$ cat src/verilog/memps_pkg.sv
// package: register map, bit positions and carriers for the event mask block
package memps_pkg;
   // register addresses on the serial register port
   localparam logic [15:0] MEMPS_ADDR_FLAGS = 16'hE503;
   localparam logic [15:0] MEMPS_ADDR_ENABLE = 16'hE50B;
   localparam logic [15:0] MEMPS_ADDR_PHASE_SRC = 16'hE600;
   localparam logic [15:0] MEMPS_ADDR_NO_LOAD = 16'hE608;
   localparam logic [15:0] MEMPS_ADDR_COMP_MODE = 16'hE60E;

   // event flag / enable bit positions
   localparam int B_TOTAL_IDLE = 0;
   localparam int B_FUND_IDLE = 1;
   localparam int B_APP_IDLE = 2;
   localparam int B_XTO_LO = 3;
   localparam int B_XSEEN_LO = 9;
   localparam int B_RST_DONE = 15;
   localparam int B_DIP = 16;
   localparam int B_CURR_HIGH = 17;
   localparam int B_VOLT_HIGH = 18;
   localparam int B_ORDER = 19;
   localparam int B_NEUTRAL = 20;
   localparam int B_CPEAK = 23;
   localparam int B_VPEAK = 24;

   // storable enable bits, enable bits that gate the line, reserved flag bit read as one
   localparam logic [31:0] ENABLE_WMASK = 32'h019F_FFFF;
   localparam logic [31:0] ENABLE_GATE = 32'h019F_7FFF;
   localparam logic [31:0] FLAGS_RSV_ONE = 32'h0020_0000;
   localparam logic [31:0] ENABLE_RESET = 32'h0000_0000;
   localparam logic [31:0] FLAGS_RESET = 32'h0000_8000;

   // phase register field positions
   localparam int PS_CURR_LO = 3;
   localparam int PS_VOLT_LO = 9;
   localparam int PS_DIP_LO = 12;
   localparam int NL_TOTAL_LO = 0;
   localparam int NL_FUND_LO = 3;
   localparam int NL_APP_LO = 6;

   // computation mode phase picks
   localparam int CM_PICK_W = 9;
   localparam logic [8:0] CM_PICK_RESET = 9'h1FF;
   localparam int CM_ONE_LO = 0;
   localparam int CM_TWO_LO = 3;
   localparam int CM_THREE_LO = 6;

   // one-cycle event pulses from the detection engines
   typedef struct packed {
      logic power_return_done;
      logic volt_peak_done;
      logic curr_peak_done;
      logic neutral_disagree;
      logic order_fault;
      logic high_volt;
      logic curr_high;
      logic dip;
      logic [5:0] crossing_seen;
      logic [5:0] crossing_timeout;
   } memps_events_t;

   // per-phase levels, bit 0 phase a .. bit 2 phase c
   typedef struct packed {
      logic [2:0] dip_src;
      logic [2:0] volt_high_src;
      logic [2:0] curr_high_src;
      logic [2:0] total_idle;
      logic [2:0] fund_idle;
      logic [2:0] app_idle;
   } memps_phase_t;
endpackage

$ cat src/verilog/memps_top.sv
// event enable, event flags, phase source and computation mode registers
//
// Overview of operation
// - enable bit 0 gates total-power no-load entry onto the interrupt line
// - enable bit 1 gates fundamental no-load entry; ignored without fundamental metering
// - enable bit 2 gates apparent-power no-load entry onto the interrupt line
// - enable bits 3-8 gate missing crossings: volt a,b,c then current a,b,c
// - enable bits 9-14 gate detected crossings: volt a,b,c then current a,b,c
// - enable bit 15 writable either way, no effect; reset-finished never masked
// - enable bit 16 gates voltage dip; causing phase shown in phase source
// - enable bit 17 gates overcurrent on any phase
// - enable bit 18 gates overvoltage on any phase
// - enable bit 19 gates phase order fault: a rise followed by c rise
// - enable bit 20 gates neutral current disagreement beyond limit
// - enable bits 23, 24 gate current and voltage peak period end
// - enable bits 21-22, 25-31 reserved, read zero; all enables reset zero
// - phase source bits 3-5 mark phase a-c causing overcurrent flag
// - phase source bits 9-11 mark phase a-c causing overvoltage flag
// - phase source bits 12-14 mark dip phase; other bits read zero
// - no-load bits 0-2 show total-power idle phases, set with flag 0
// - no-load bits 3-5 show fundamental idle phases, set with flag 1
// - no-load bits 6-8 show apparent idle phases, set with flag 2; rest zero
// - mode bits 0-2, reset one, pick phases for first pulse sum
// - mode bits 3-5 and 6-8, reset one, pick phases for second, third
// - after reset or power return, reset-finished flag set, line driven low
`timescale 1ns/1ps
module memps_top
   import memps_pkg::*;
#(
   parameter bit HAS_FUNDAMENTAL = 1'b1
) (
   input wire logic CLK_SYS,
   input wire logic ARST_N,
   input wire logic [15:0] REG_ADDR,
   input wire logic [31:0] REG_WDATA,
   input wire logic REG_WR,
   input wire logic REG_RD,
   input wire memps_events_t EVENTS,
   input wire memps_phase_t PHASE,
   output logic [31:0] REG_RDATA,
   output logic REG_RVALID,
   output logic SECOND_INTERRUPT_LINE_N,
   output logic [2:0] PULSE_ONE_PHASE_PICK,
   output logic [2:0] PULSE_TWO_PHASE_PICK,
   output logic [2:0] PULSE_THREE_PHASE_PICK
);

   logic [31:0] event_enable_second;
   logic [31:0] event_flags_second;
   logic [15:0] phase_event_source;
   logic [15:0] phase_no_load_state;
   logic [CM_PICK_W-1:0] computation_mode;
   logic [2:0] prev_total_idle;
   logic [2:0] prev_fund_idle;
   logic [2:0] prev_app_idle;
   logic [2:0] fund_idle_in;
   logic wr_enable;
   logic wr_flags;
   logic wr_mode;
   logic [31:0] flag_set;
   logic [31:0] flag_clr;
   logic [31:0] next_flags;
   logic [31:0] next_enable;
   logic next_irq_n;

   // the register port comes from the serial interface logic on this clock
   assign wr_enable = REG_WR && (REG_ADDR == MEMPS_ADDR_ENABLE);
   assign wr_flags = REG_WR && (REG_ADDR == MEMPS_ADDR_FLAGS);
   assign wr_mode = REG_WR && (REG_ADDR == MEMPS_ADDR_COMP_MODE);

   // parts without fundamental metering never report this idle state
   assign fund_idle_in = HAS_FUNDAMENTAL ? PHASE.fund_idle : 3'h0;

   // flags are set by events and cleared by writing one; set wins
   always_comb begin
      flag_set = '0;
      flag_set[B_TOTAL_IDLE] = |(PHASE.total_idle & ~prev_total_idle);
      flag_set[B_FUND_IDLE] = |(fund_idle_in & ~prev_fund_idle);
      flag_set[B_APP_IDLE] = |(PHASE.app_idle & ~prev_app_idle);
      flag_set[B_XTO_LO +: 6] = EVENTS.crossing_timeout;
      flag_set[B_XSEEN_LO +: 6] = EVENTS.crossing_seen;
      flag_set[B_RST_DONE] = EVENTS.power_return_done;
      flag_set[B_DIP] = EVENTS.dip;
      flag_set[B_CURR_HIGH] = EVENTS.curr_high;
      flag_set[B_VOLT_HIGH] = EVENTS.high_volt;
      flag_set[B_ORDER] = EVENTS.order_fault;
      flag_set[B_NEUTRAL] = EVENTS.neutral_disagree;
      flag_set[B_CPEAK] = EVENTS.curr_peak_done;
      flag_set[B_VPEAK] = EVENTS.volt_peak_done;
      flag_clr = wr_flags ? REG_WDATA : 32'h0000_0000;
      next_flags = ((event_flags_second & ~flag_clr) | flag_set) & ENABLE_WMASK;
      next_enable = wr_enable ? (REG_WDATA & ENABLE_WMASK) : event_enable_second;
      // bit 15 stored but kept out of the gate; reset-finished pulls the line regardless
      next_irq_n = !((|(next_flags & next_enable & ENABLE_GATE)) || next_flags[B_RST_DONE]);
   end

   always_ff @(posedge CLK_SYS or negedge ARST_N) begin
      if (!ARST_N) begin
         event_enable_second <= ENABLE_RESET;
      end else begin
         event_enable_second <= next_enable;
      end
   end

   // reset-finished comes up set out of any hardware reset
   always_ff @(posedge CLK_SYS or negedge ARST_N) begin
      if (!ARST_N) begin
         event_flags_second <= FLAGS_RESET;
      end else begin
         event_flags_second <= next_flags;
      end
   end

   // line held high during reset, falls on the first edge after release
   always_ff @(posedge CLK_SYS or negedge ARST_N) begin
      if (!ARST_N) begin
         SECOND_INTERRUPT_LINE_N <= 1'b1;
      end else begin
         SECOND_INTERRUPT_LINE_N <= next_irq_n;
      end
   end

   // phase source fields follow their flag: captured with it, cleared with it
   localparam int SRC_GROUPS = 3;
   localparam int SRC_LO [SRC_GROUPS] = '{PS_CURR_LO, PS_VOLT_LO, PS_DIP_LO};
   localparam int SRC_FLAG [SRC_GROUPS] = '{B_CURR_HIGH, B_VOLT_HIGH, B_DIP};
   logic [2:0] src_in [SRC_GROUPS];
   logic src_ev [SRC_GROUPS];
   assign src_in[0] = PHASE.curr_high_src;
   assign src_in[1] = PHASE.volt_high_src;
   assign src_in[2] = PHASE.dip_src;
   assign src_ev[0] = EVENTS.curr_high;
   assign src_ev[1] = EVENTS.high_volt;
   assign src_ev[2] = EVENTS.dip;

   generate
      for (genvar g = 0; g < SRC_GROUPS; g++) begin : g_src
         always_ff @(posedge CLK_SYS or negedge ARST_N) begin
            if (!ARST_N) begin
               phase_event_source[SRC_LO[g] +: 3] <= 3'h0;
            end else begin
               phase_event_source[SRC_LO[g] +: 3] <=
                  (phase_event_source[SRC_LO[g] +: 3] & ~{3{flag_clr[SRC_FLAG[g]]}})
                  | (src_in[g] & {3{src_ev[g]}});
            end
         end
      end
   endgenerate
   assign phase_event_source[2:0] = 3'h0;
   assign phase_event_source[8:6] = 3'h0;
   assign phase_event_source[15] = 1'b0;

   // no-load levels registered in the same edge as their flag
   always_ff @(posedge CLK_SYS or negedge ARST_N) begin
      if (!ARST_N) begin
         prev_total_idle <= 3'h0;
         prev_fund_idle <= 3'h0;
         prev_app_idle <= 3'h0;
      end else begin
         prev_total_idle <= PHASE.total_idle;
         prev_fund_idle <= fund_idle_in;
         prev_app_idle <= PHASE.app_idle;
      end
   end
   assign phase_no_load_state[NL_TOTAL_LO +: 3] = prev_total_idle;
   assign phase_no_load_state[NL_FUND_LO +: 3] = prev_fund_idle;
   assign phase_no_load_state[NL_APP_LO +: 3] = prev_app_idle;
   assign phase_no_load_state[15:9] = 7'h00;

   // only the phase-pick part of the mode register lives here; upper bits read zero
   always_ff @(posedge CLK_SYS or negedge ARST_N) begin
      if (!ARST_N) begin
         computation_mode <= CM_PICK_RESET;
      end else if (wr_mode) begin
         computation_mode <= REG_WDATA[CM_PICK_W-1:0];
      end
   end
   assign PULSE_ONE_PHASE_PICK = computation_mode[CM_ONE_LO +: 3];
   assign PULSE_TWO_PHASE_PICK = computation_mode[CM_TWO_LO +: 3];
   assign PULSE_THREE_PHASE_PICK = computation_mode[CM_THREE_LO +: 3];

   // read data one cycle after the strobe; unmapped addresses read zero
   always_ff @(posedge CLK_SYS or negedge ARST_N) begin
      if (!ARST_N) begin
         REG_RDATA <= 32'h0000_0000;
         REG_RVALID <= 1'b0;
      end else begin
         REG_RVALID <= REG_RD;
         if (REG_RD) begin
            unique case (REG_ADDR)
               MEMPS_ADDR_ENABLE: REG_RDATA <= event_enable_second;
               MEMPS_ADDR_FLAGS: REG_RDATA <= event_flags_second | FLAGS_RSV_ONE;
               MEMPS_ADDR_PHASE_SRC: REG_RDATA <= {16'h0000, phase_event_source};
               MEMPS_ADDR_NO_LOAD: REG_RDATA <= {16'h0000, phase_no_load_state};
               MEMPS_ADDR_COMP_MODE: REG_RDATA <= {23'h00_0000, computation_mode};
               default: REG_RDATA <= 32'h0000_0000;
            endcase
         end
      end
   end
endmodule

$ cat config.mk
export PLATFORM = sky130hd
export DESIGN_NAME = memps_top
export DESIGN_NICKNAME = d
export VERILOG_FILES = /design/src/verilog/memps_pkg.sv /design/src/verilog/memps_top.sv
export SDC_FILE = /design/constraint.sdc
export NUM_CORES = 1
export LEC_CHECK = 0
export BUFFER_PORTS_ARGS = -buffer_cell sky130_fd_sc_hd__buf_2
export CAP_MARGIN = 20
export CORE_ASPECT_RATIO = 0.6
export CORE_MARGIN = 3
export CORE_UTILIZATION = 35
export CTS_BUF_LIST = sky130_fd_sc_hd__clkbuf_8
export DETAILED_ROUTE_END_ITERATION = 8
export HOLD_SLACK_MARGIN = 0.05
export RECOVER_POWER = 25
export SLEW_MARGIN = 15
export SYNTH_ARGS = -nofsm -noshare
export SYNTH_HDL_FRONTEND = slang
export SYNTH_SLANG_ARGS = --single-unit
$ cat constraint.sdc
create_clock -name CLK_SYS -period 4.1 [get_ports CLK_SYS]
set_input_delay 0.41 -clock CLK_SYS [delete_from_list [all_inputs] [get_ports CLK_SYS]]
set_output_delay 0.41 -clock CLK_SYS [all_outputs]
set_load 0.01 [all_outputs]
==> reports/results.ini, run 1 <==
[global_routing]
grt.total_usage_pct = 19.20
grt_first_pass_wirelength_mm = 23.65
grt_overflow_total = 0
antenna_found_initial = 0
grt_max_degree = 69
grt_pass1_vias = 4375

[floorplan]
core_area_sq_um = 13790
die_h_microns = 98.52
die-area_sq_um = 15780
fp-row-count = 33
initial_core_util_pct = 36.21
boundaryPins = 133
die_w_microns = 160.2

[worst_setup_path]
worstSetupStartpointType = input pin
required_ps = 4420
worstPathArrival_ps = 3230
r2r_setup_slack_ps = 2400
worstPathCellList = buf_2 -> or4_1 -> nor4_4 -> buf_12 -> and2_0 -> mux2_2 -> a22o_1 -> a2111oi_2 -> and4_1
slowest_delay_ps = 660
regToRegEndpoint = SECOND_INTERRUPT_LINE_N$_DFF_PN1_
endpoint_kind = flip-flop
slowest_stage = or4_1
r2r_start = event_enable_second[23]$_DFF_PN0_
path_class = input pin to flip-flop
path_buf_inv = 2
path_delay_family = simple AND/OR/NAND/NOR gates
r2r_cells = 6
worstPathMaxFanout = 52

[drt]
totalWireLength_mm = 15.18
vias = 4512
ant_nets = 0
drtIter0Drc = 279
drt_pass1_iterations = 5
drt-vias-per-instance = 5.449
post_drt_wl_per_cell_microns = 18.34
drc_errors = 0

[clock_network]
tritoncts = yes
cts_sinks = 99
cts.path.max_buffers = 2
postCtsResizedCells = 0
cts_buffers = 9
clk_pin_slew_ps = 100
postCtsHoldBufs = 0
cts_setup_buffers = 0
htree_levels = 3
cts_root_buf = clkbuf_8
insertion_delay_ps = 380

[power_and_ir_drop]
peakVddDrop_mv = 0.1394
power.density_nw_per_um2 = 290.1
leakagePower_nw = 2.610

[logic_synthesis]
synthCells = 524
syn_area_sq_um = 4994
async_flop_share_pct = 100.0
synthFlopType = dfrtp_1
syn_avg_cell_area_sq_um = 9.530
synth-edff-count = 0
synth_cell_types = 43
ys_ff_latch = 99
ys_warn_count = 0
synth-seq-area-share_pct = 49.89

[sta]
grt_setup_unrepaired = false
timing.fmax_ghz = 0.3435
tns_ps = 0
tightest_slew_ps = 1923
setup_violations = 0
fin_hold_ws_ps = 151.4
slew_viol_final = 107
skew_ps = 9.898
finalHoldViolCount = 0
period_share_pct = 71.00
slew_headroom_pct = -28.20
period_minus_slack_ps = 2911

[placed_design]
gp_congestion = 0.8437
port-buffer-count = 115
dp_hpwl_mm = 11.05

[outcome]
violations = max-capacitance violations, max-slew violations
outcome = finished with violations

[cells_and_area]
syn_to_final_growth_pct = 18.57
drive_gt1_share_pct = 27.52
antennaDiodeCount = 0
nNetsFinal = 721

[job]
maxCapViolCount = 2

[worst_hold_path]
min_path_type = input pin to flip-flop
holdPathStages = 1
holdCritStartpoint = PHASE[5]
holdPathEnd = prev_fund_idle[2]$_DFF_PN0_

placed cells by master, fill, tap and decap left out, types with 2 or more instances in the layout:
cell type  instances
o21ai_0           27
dfrtp_1           88
nor4_1             5
o22a_1             2
a21o_1            22
nand2b_1           4
nand3_1           15
o22ai_1           28
mux2_2            26
nand2_1           65
nor3_1             2
clkinv_4           2
clkbuf_1           9
buf_4             12
a21oi_1            6
and2_1             3
or4_1              2
clkbuf_8           9
nand4_1           23
o211ai_1          15
nand4bb_1          2
conb_1             8
a31oi_1           22
buf_2            105
inv_1             57
and2_0             2
dfstp_2           11
a22oi_1            7
nor2_1            16
a22o_1            13
clkinv_2           4
a222oi_1           8
report_power, final:
group / internal [mW] / switching, mW / leakage [nW]
registers: 0.983 / 0.00441 / 1.15
logic: 0.0551 / 0.101 / 1.37
clock network: 0.219 / 0.355 / 0.0887
Yosys cell counts (all sizes together) (2+ instances only):
| master | instances | area (sq um) |
|---|---|---|
| o22a | 2 | 17.52 |
| a222oi | 8 | 80.08 |
| nand4bb | 2 | 22.52 |
| o211ai | 15 | 112.6 |
| nor3 | 2 | 10.01 |
| a22oi | 7 | 52.55 |
| nand3 | 15 | 75.07 |
| a21o | 22 | 165.2 |
| nor2 | 16 | 60.06 |
| nand2b | 4 | 25.02 |
| inv | 57 | 214.0 |
| or4 | 2 | 15.01 |
| nor4 | 7 | 65.06 |
| and2 | 5 | 31.28 |
| clkbuf | 24 | 90.09 |
| a22o | 13 | 113.9 |
| a31oi | 22 | 137.6 |
| mux2 | 26 | 292.8 |
| o22ai | 28 | 175.2 |
| nand4 | 23 | 143.9 |
| buf | 15 | 92.59 |
| nand2 | 65 | 244.0 |
| a21oi | 6 | 30.03 |
| o21ai | 27 | 135.1 |
| dfrtp | 88 | 2202 |
| dfstp | 11 | 289.0 |
kinds of logic after synthesis:
| family | after synthesis | synth area share, % |
|---|---|---|
| AND/OR/NAND/NOR | 147 | 14.88 |
| buffers and inverters | 96 | 7.943 |
| multiplexers | 26 | 5.863 |
| AO/OA/AOI/OAI | 155 | 21.35 |
| other | 1 | 0.07510 |
| flip-flops | 99 | 49.89 |
sequential cells by signal, indices dropped and copies added, names as in the netlist, named ones only:
name	count
SECOND_INTERRUPT_LINE_N	1
REG_RVALID	1
prev_app_idle	3
computation_mode	9
prev_fund_idle	3
REG_RDATA	24
event_enable_second	22
event_flags_second	23
phase_event_source	9
prev_total_idle	3
worst max-delay path by stage:
stage | endpoint | cells past startpoint | startpoint
after CTS | SECOND_INTERRUPT_LINE_N$_DFF_PN1_ | 9 | REG_ADDR[5]
after global routing | SECOND_INTERRUPT_LINE_N$_DFF_PN1_ | 9 | REG_ADDR[5]
after floorplan | SECOND_INTERRUPT_LINE_N$_DFF_PN1_ | 9 | REG_ADDR[5]
after detailed placement | SECOND_INTERRUPT_LINE_N$_DFF_PN1_ | 9 | REG_ADDR[5]
final | SECOND_INTERRUPT_LINE_N$_DFF_PN1_ | 9 | REG_ADDR[5]
after global placement | SECOND_INTERRUPT_LINE_N$_DFF_PN1_ | 9 | REG_ADDR[5]
metal layers:
metal | GRT usage (%) | routed length (microns) | up-vias
met5 | 0 | 0 | -
met4 | 3.800 | 123 | 0
met3 | 5.040 | 1322 | 14
met2 | 27.07 | 6338 | 188
met1 | 29.59 | 7397 | 2206
li1 | - | - | 2104
metrics by stage:
stage,std cells,util (%),area (sq um),setup slack [ps],power (mW)
floorplan,531,-,5020,1310,1.070
CTS,828,43.03,5934,1182,1.734
finish,828,42.93,5921,1189,1.717
detailed placement,812,41.81,5766,765.1,1.163
global placement,812,41.81,5766,810.5,1.158
global route,828,42.93,5921,1048,1.786
area by class of cell:
class,instances,area (sq um)
inverters,57,214.0
fillers,1339,7870
clock inverters,7,45.04
flip-flops and latches,99,2491
repair buffers,128,674.4
well taps,192,240.2
multi-input cells,336,2132
clock buffers,9,123.9
Power figures use the tool's default switching activity.
==> run 2: changes to the inputs <==
clock period = 2.4 ns   (was 4.1 ns; I/O delays follow)
==> reports/results.ini, run 2 (synthesized netlist as in run 1, its figures left out) <==
[outcome]
outcome = finished clean

[clock_network]
insertion_delay_ps = 380
cts_buffers = 9
cts_sinks = 99
cts_root_buf = clkbuf_8
htree_levels = 3
clk_pin_slew_ps = 110
cts.path.max_buffers = 2
tritoncts = yes

[global_routing]
grt.total_usage_pct = 20.11
antenna_found_initial = 0
grt_overflow_total = 0
grt_first_pass_wirelength_mm = 24.77
grt_pass1_vias = 4528
grt_max_degree = 50

[sta]
fin_hold_ws_ps = 69.10
period_share_pct = 95.57
skew_ps = 15.18
timing.fmax_ghz = 0.4360
tightest_slew_ps = 1317
finalHoldViolCount = 0
slew_viol_final = 0
setup_violations = 0
period_minus_slack_ps = 2294
slew_headroom_pct = 12.22
tns_ps = 0

[floorplan]
initial_core_util_pct = 36.21
fp-row-count = 33
die_w_microns = 160.2
die-area_sq_um = 15780
boundaryPins = 133
die_h_microns = 98.52
core_area_sq_um = 13790

[drt]
drtIter0Drc = 308
totalWireLength_mm = 15.59
vias = 4564
drt-vias-per-instance = 5.289
drc_errors = 0
post_drt_wl_per_cell_microns = 18.06
drt_pass1_iterations = 5
ant_nets = 0

[power_and_ir_drop]
p_total_mw = 2.992
internal_power_mw = 2.202
p_clk_share_pct = 33.7
p_sw_share_pct = 26.43
power.density_nw_per_um2 = 478.1
peakVddDrop_mv = 0.2475
seq_power_share_pct = 56.4
pwr-share-comb_pct = 9.9
power_switching_mw = 0.7908
leakagePower_nw = 2.784

[cells_and_area]
nNetsFinal = 756
antennaDiodeCount = 0
largest_register = REG_RDATA
top_regs = REG_RDATA (24), event_flags_second (23), event_enable_second (22)
final_common_cell = buf_2
largest_reg_flops = 24
syn_to_final_growth_pct = 25.33
fin_area_sq_um = 6259
drive_gt1_share_pct = 29.96
most-common-layout-cells = 104 x buf_2, 88 x dfrtp_1, 65 x nand2_1

[placed_design]
gp_congestion = 0.8577
port-buffer-count = 115
place_area_sq_um = 5982
dp_hpwl_mm = 11.47

[worst_setup_path]
r2r_start = event_enable_second[12]$_DFF_PN0_
r2r_setup_slack_ps = 700
worstPathMaxFanout = 16
worstSetupStartpointType = input pin
slowest_stage = or4bb_4
required_ps = 2720
regToRegEndpoint = SECOND_INTERRUPT_LINE_N$_DFF_PN1_
endpoint_kind = flip-flop
worstPathArrival_ps = 2620
worstPathCellList = buf_2 -> or4bb_4 -> nor4_4 -> buf_6 -> buf_12 -> a31oi_1 -> o211ai_1 -> nand4_1 -> a2111oi_4 -> and4_1
r2r_cells = 6
path_delay_family = simple AND/OR/NAND/NOR gates
path_buf_inv = 3
path_class = input pin to flip-flop
slowest_delay_ps = 540

[worst_hold_path]
holdPathStages = 2
min_path_type = input pin to flip-flop
holdCritStartpoint = EVENTS[6]
holdPathEnd = event_flags_second[9]$_DFF_PN0_

[job]
maxCapViolCount = 0

## run 2: cell count changes in the layout (fill, tap and decap cells not counted), sizes merged
| cell | change |
|---|---|
| buf | +23 |
| dlygate4sd3 | +10 |
| clkbuf | +3 |
| clkinvlp | -1 |
## run 2: power by group through the flow
stage	Sequential [mW]	Combinational, mW	Clock, mW
2_1_floorplan	1.72	0.110	0
3_3_place_gp	1.72	0.277	0
3_5_place_dp	1.72	0.286	0
4_1_cts	1.69	0.300	1.05
5_1_grt	1.69	0.328	1.10
6_report	1.69	0.297	1.01
## run 2: per-layer routing
metal,wire length (microns),vias to the layer above,GRT usage (%)
li1,-,2175,-
met1,7662,2208,30.26
met2,6664,169,29.59
met3,1138,12,4.578
met4,125,0,4.333
met5,0,-,0
## run 2: area by class of cell
type | instances | area [sq um]
Inverter | 57 | 214.0
Clock inverter | 6 | 41.29
Tap cell | 192 | 240.2
Multi-Input combinational cell | 336 | 2161
Timing Repair Buffer | 163 | 973.4
Fill cell | 1365 | 7532
Sequential cell | 99 | 2491
Clock buffer | 10 | 137.6
## run 2: worst max path at each step
stage	end	slack, ps	startpoint	cells past startpoint
2_1_floorplan	SECOND_INTERRUPT_LINE_N$_DFF_PN1_	20	REG_ADDR[5]	9
3_3_place_gp	SECOND_INTERRUPT_LINE_N$_DFF_PN1_	-220	REG_ADDR[9]	10
3_5_place_dp	SECOND_INTERRUPT_LINE_N$_DFF_PN1_	-280	REG_ADDR[9]	10
4_1_cts	SECOND_INTERRUPT_LINE_N$_DFF_PN1_	130	REG_ADDR[9]	10
5_1_grt	SECOND_INTERRUPT_LINE_N$_DFF_PN1_	-5	REG_ADDR[9]	10
6_report	SECOND_INTERRUPT_LINE_N$_DFF_PN1_	110	REG_ADDR[9]	10
## run 2: what timing repair did
item | 4_1_cts | 5_1_grt
buffers inserted | 0 | 0
endpoints found under the setup margin | 0 | 1
hold buffers | 10 | 0
hold endpoints to repair | 48 | 0
gates resized for setup | 0 | 2
## run 2: worst reg2reg max path, delay by kind of cell, from the launching register on
kind               cells  cell delay, ps
AOI/OAI and AO/OA      4             770
and+or+nand+nor        2             470
DFF                    1             420
## run 2: stage by stage
stage,worst slack (ps),std cells,util [%]
3_5_place_dp,-275.7,837,43.38
2_1_floorplan,17.13,531,-
3_3_place_gp,-215.5,837,43.38
6_report,106.2,863,45.38
5_1_grt,-5.050,863,45.38
4_1_cts,132.0,863,45.40
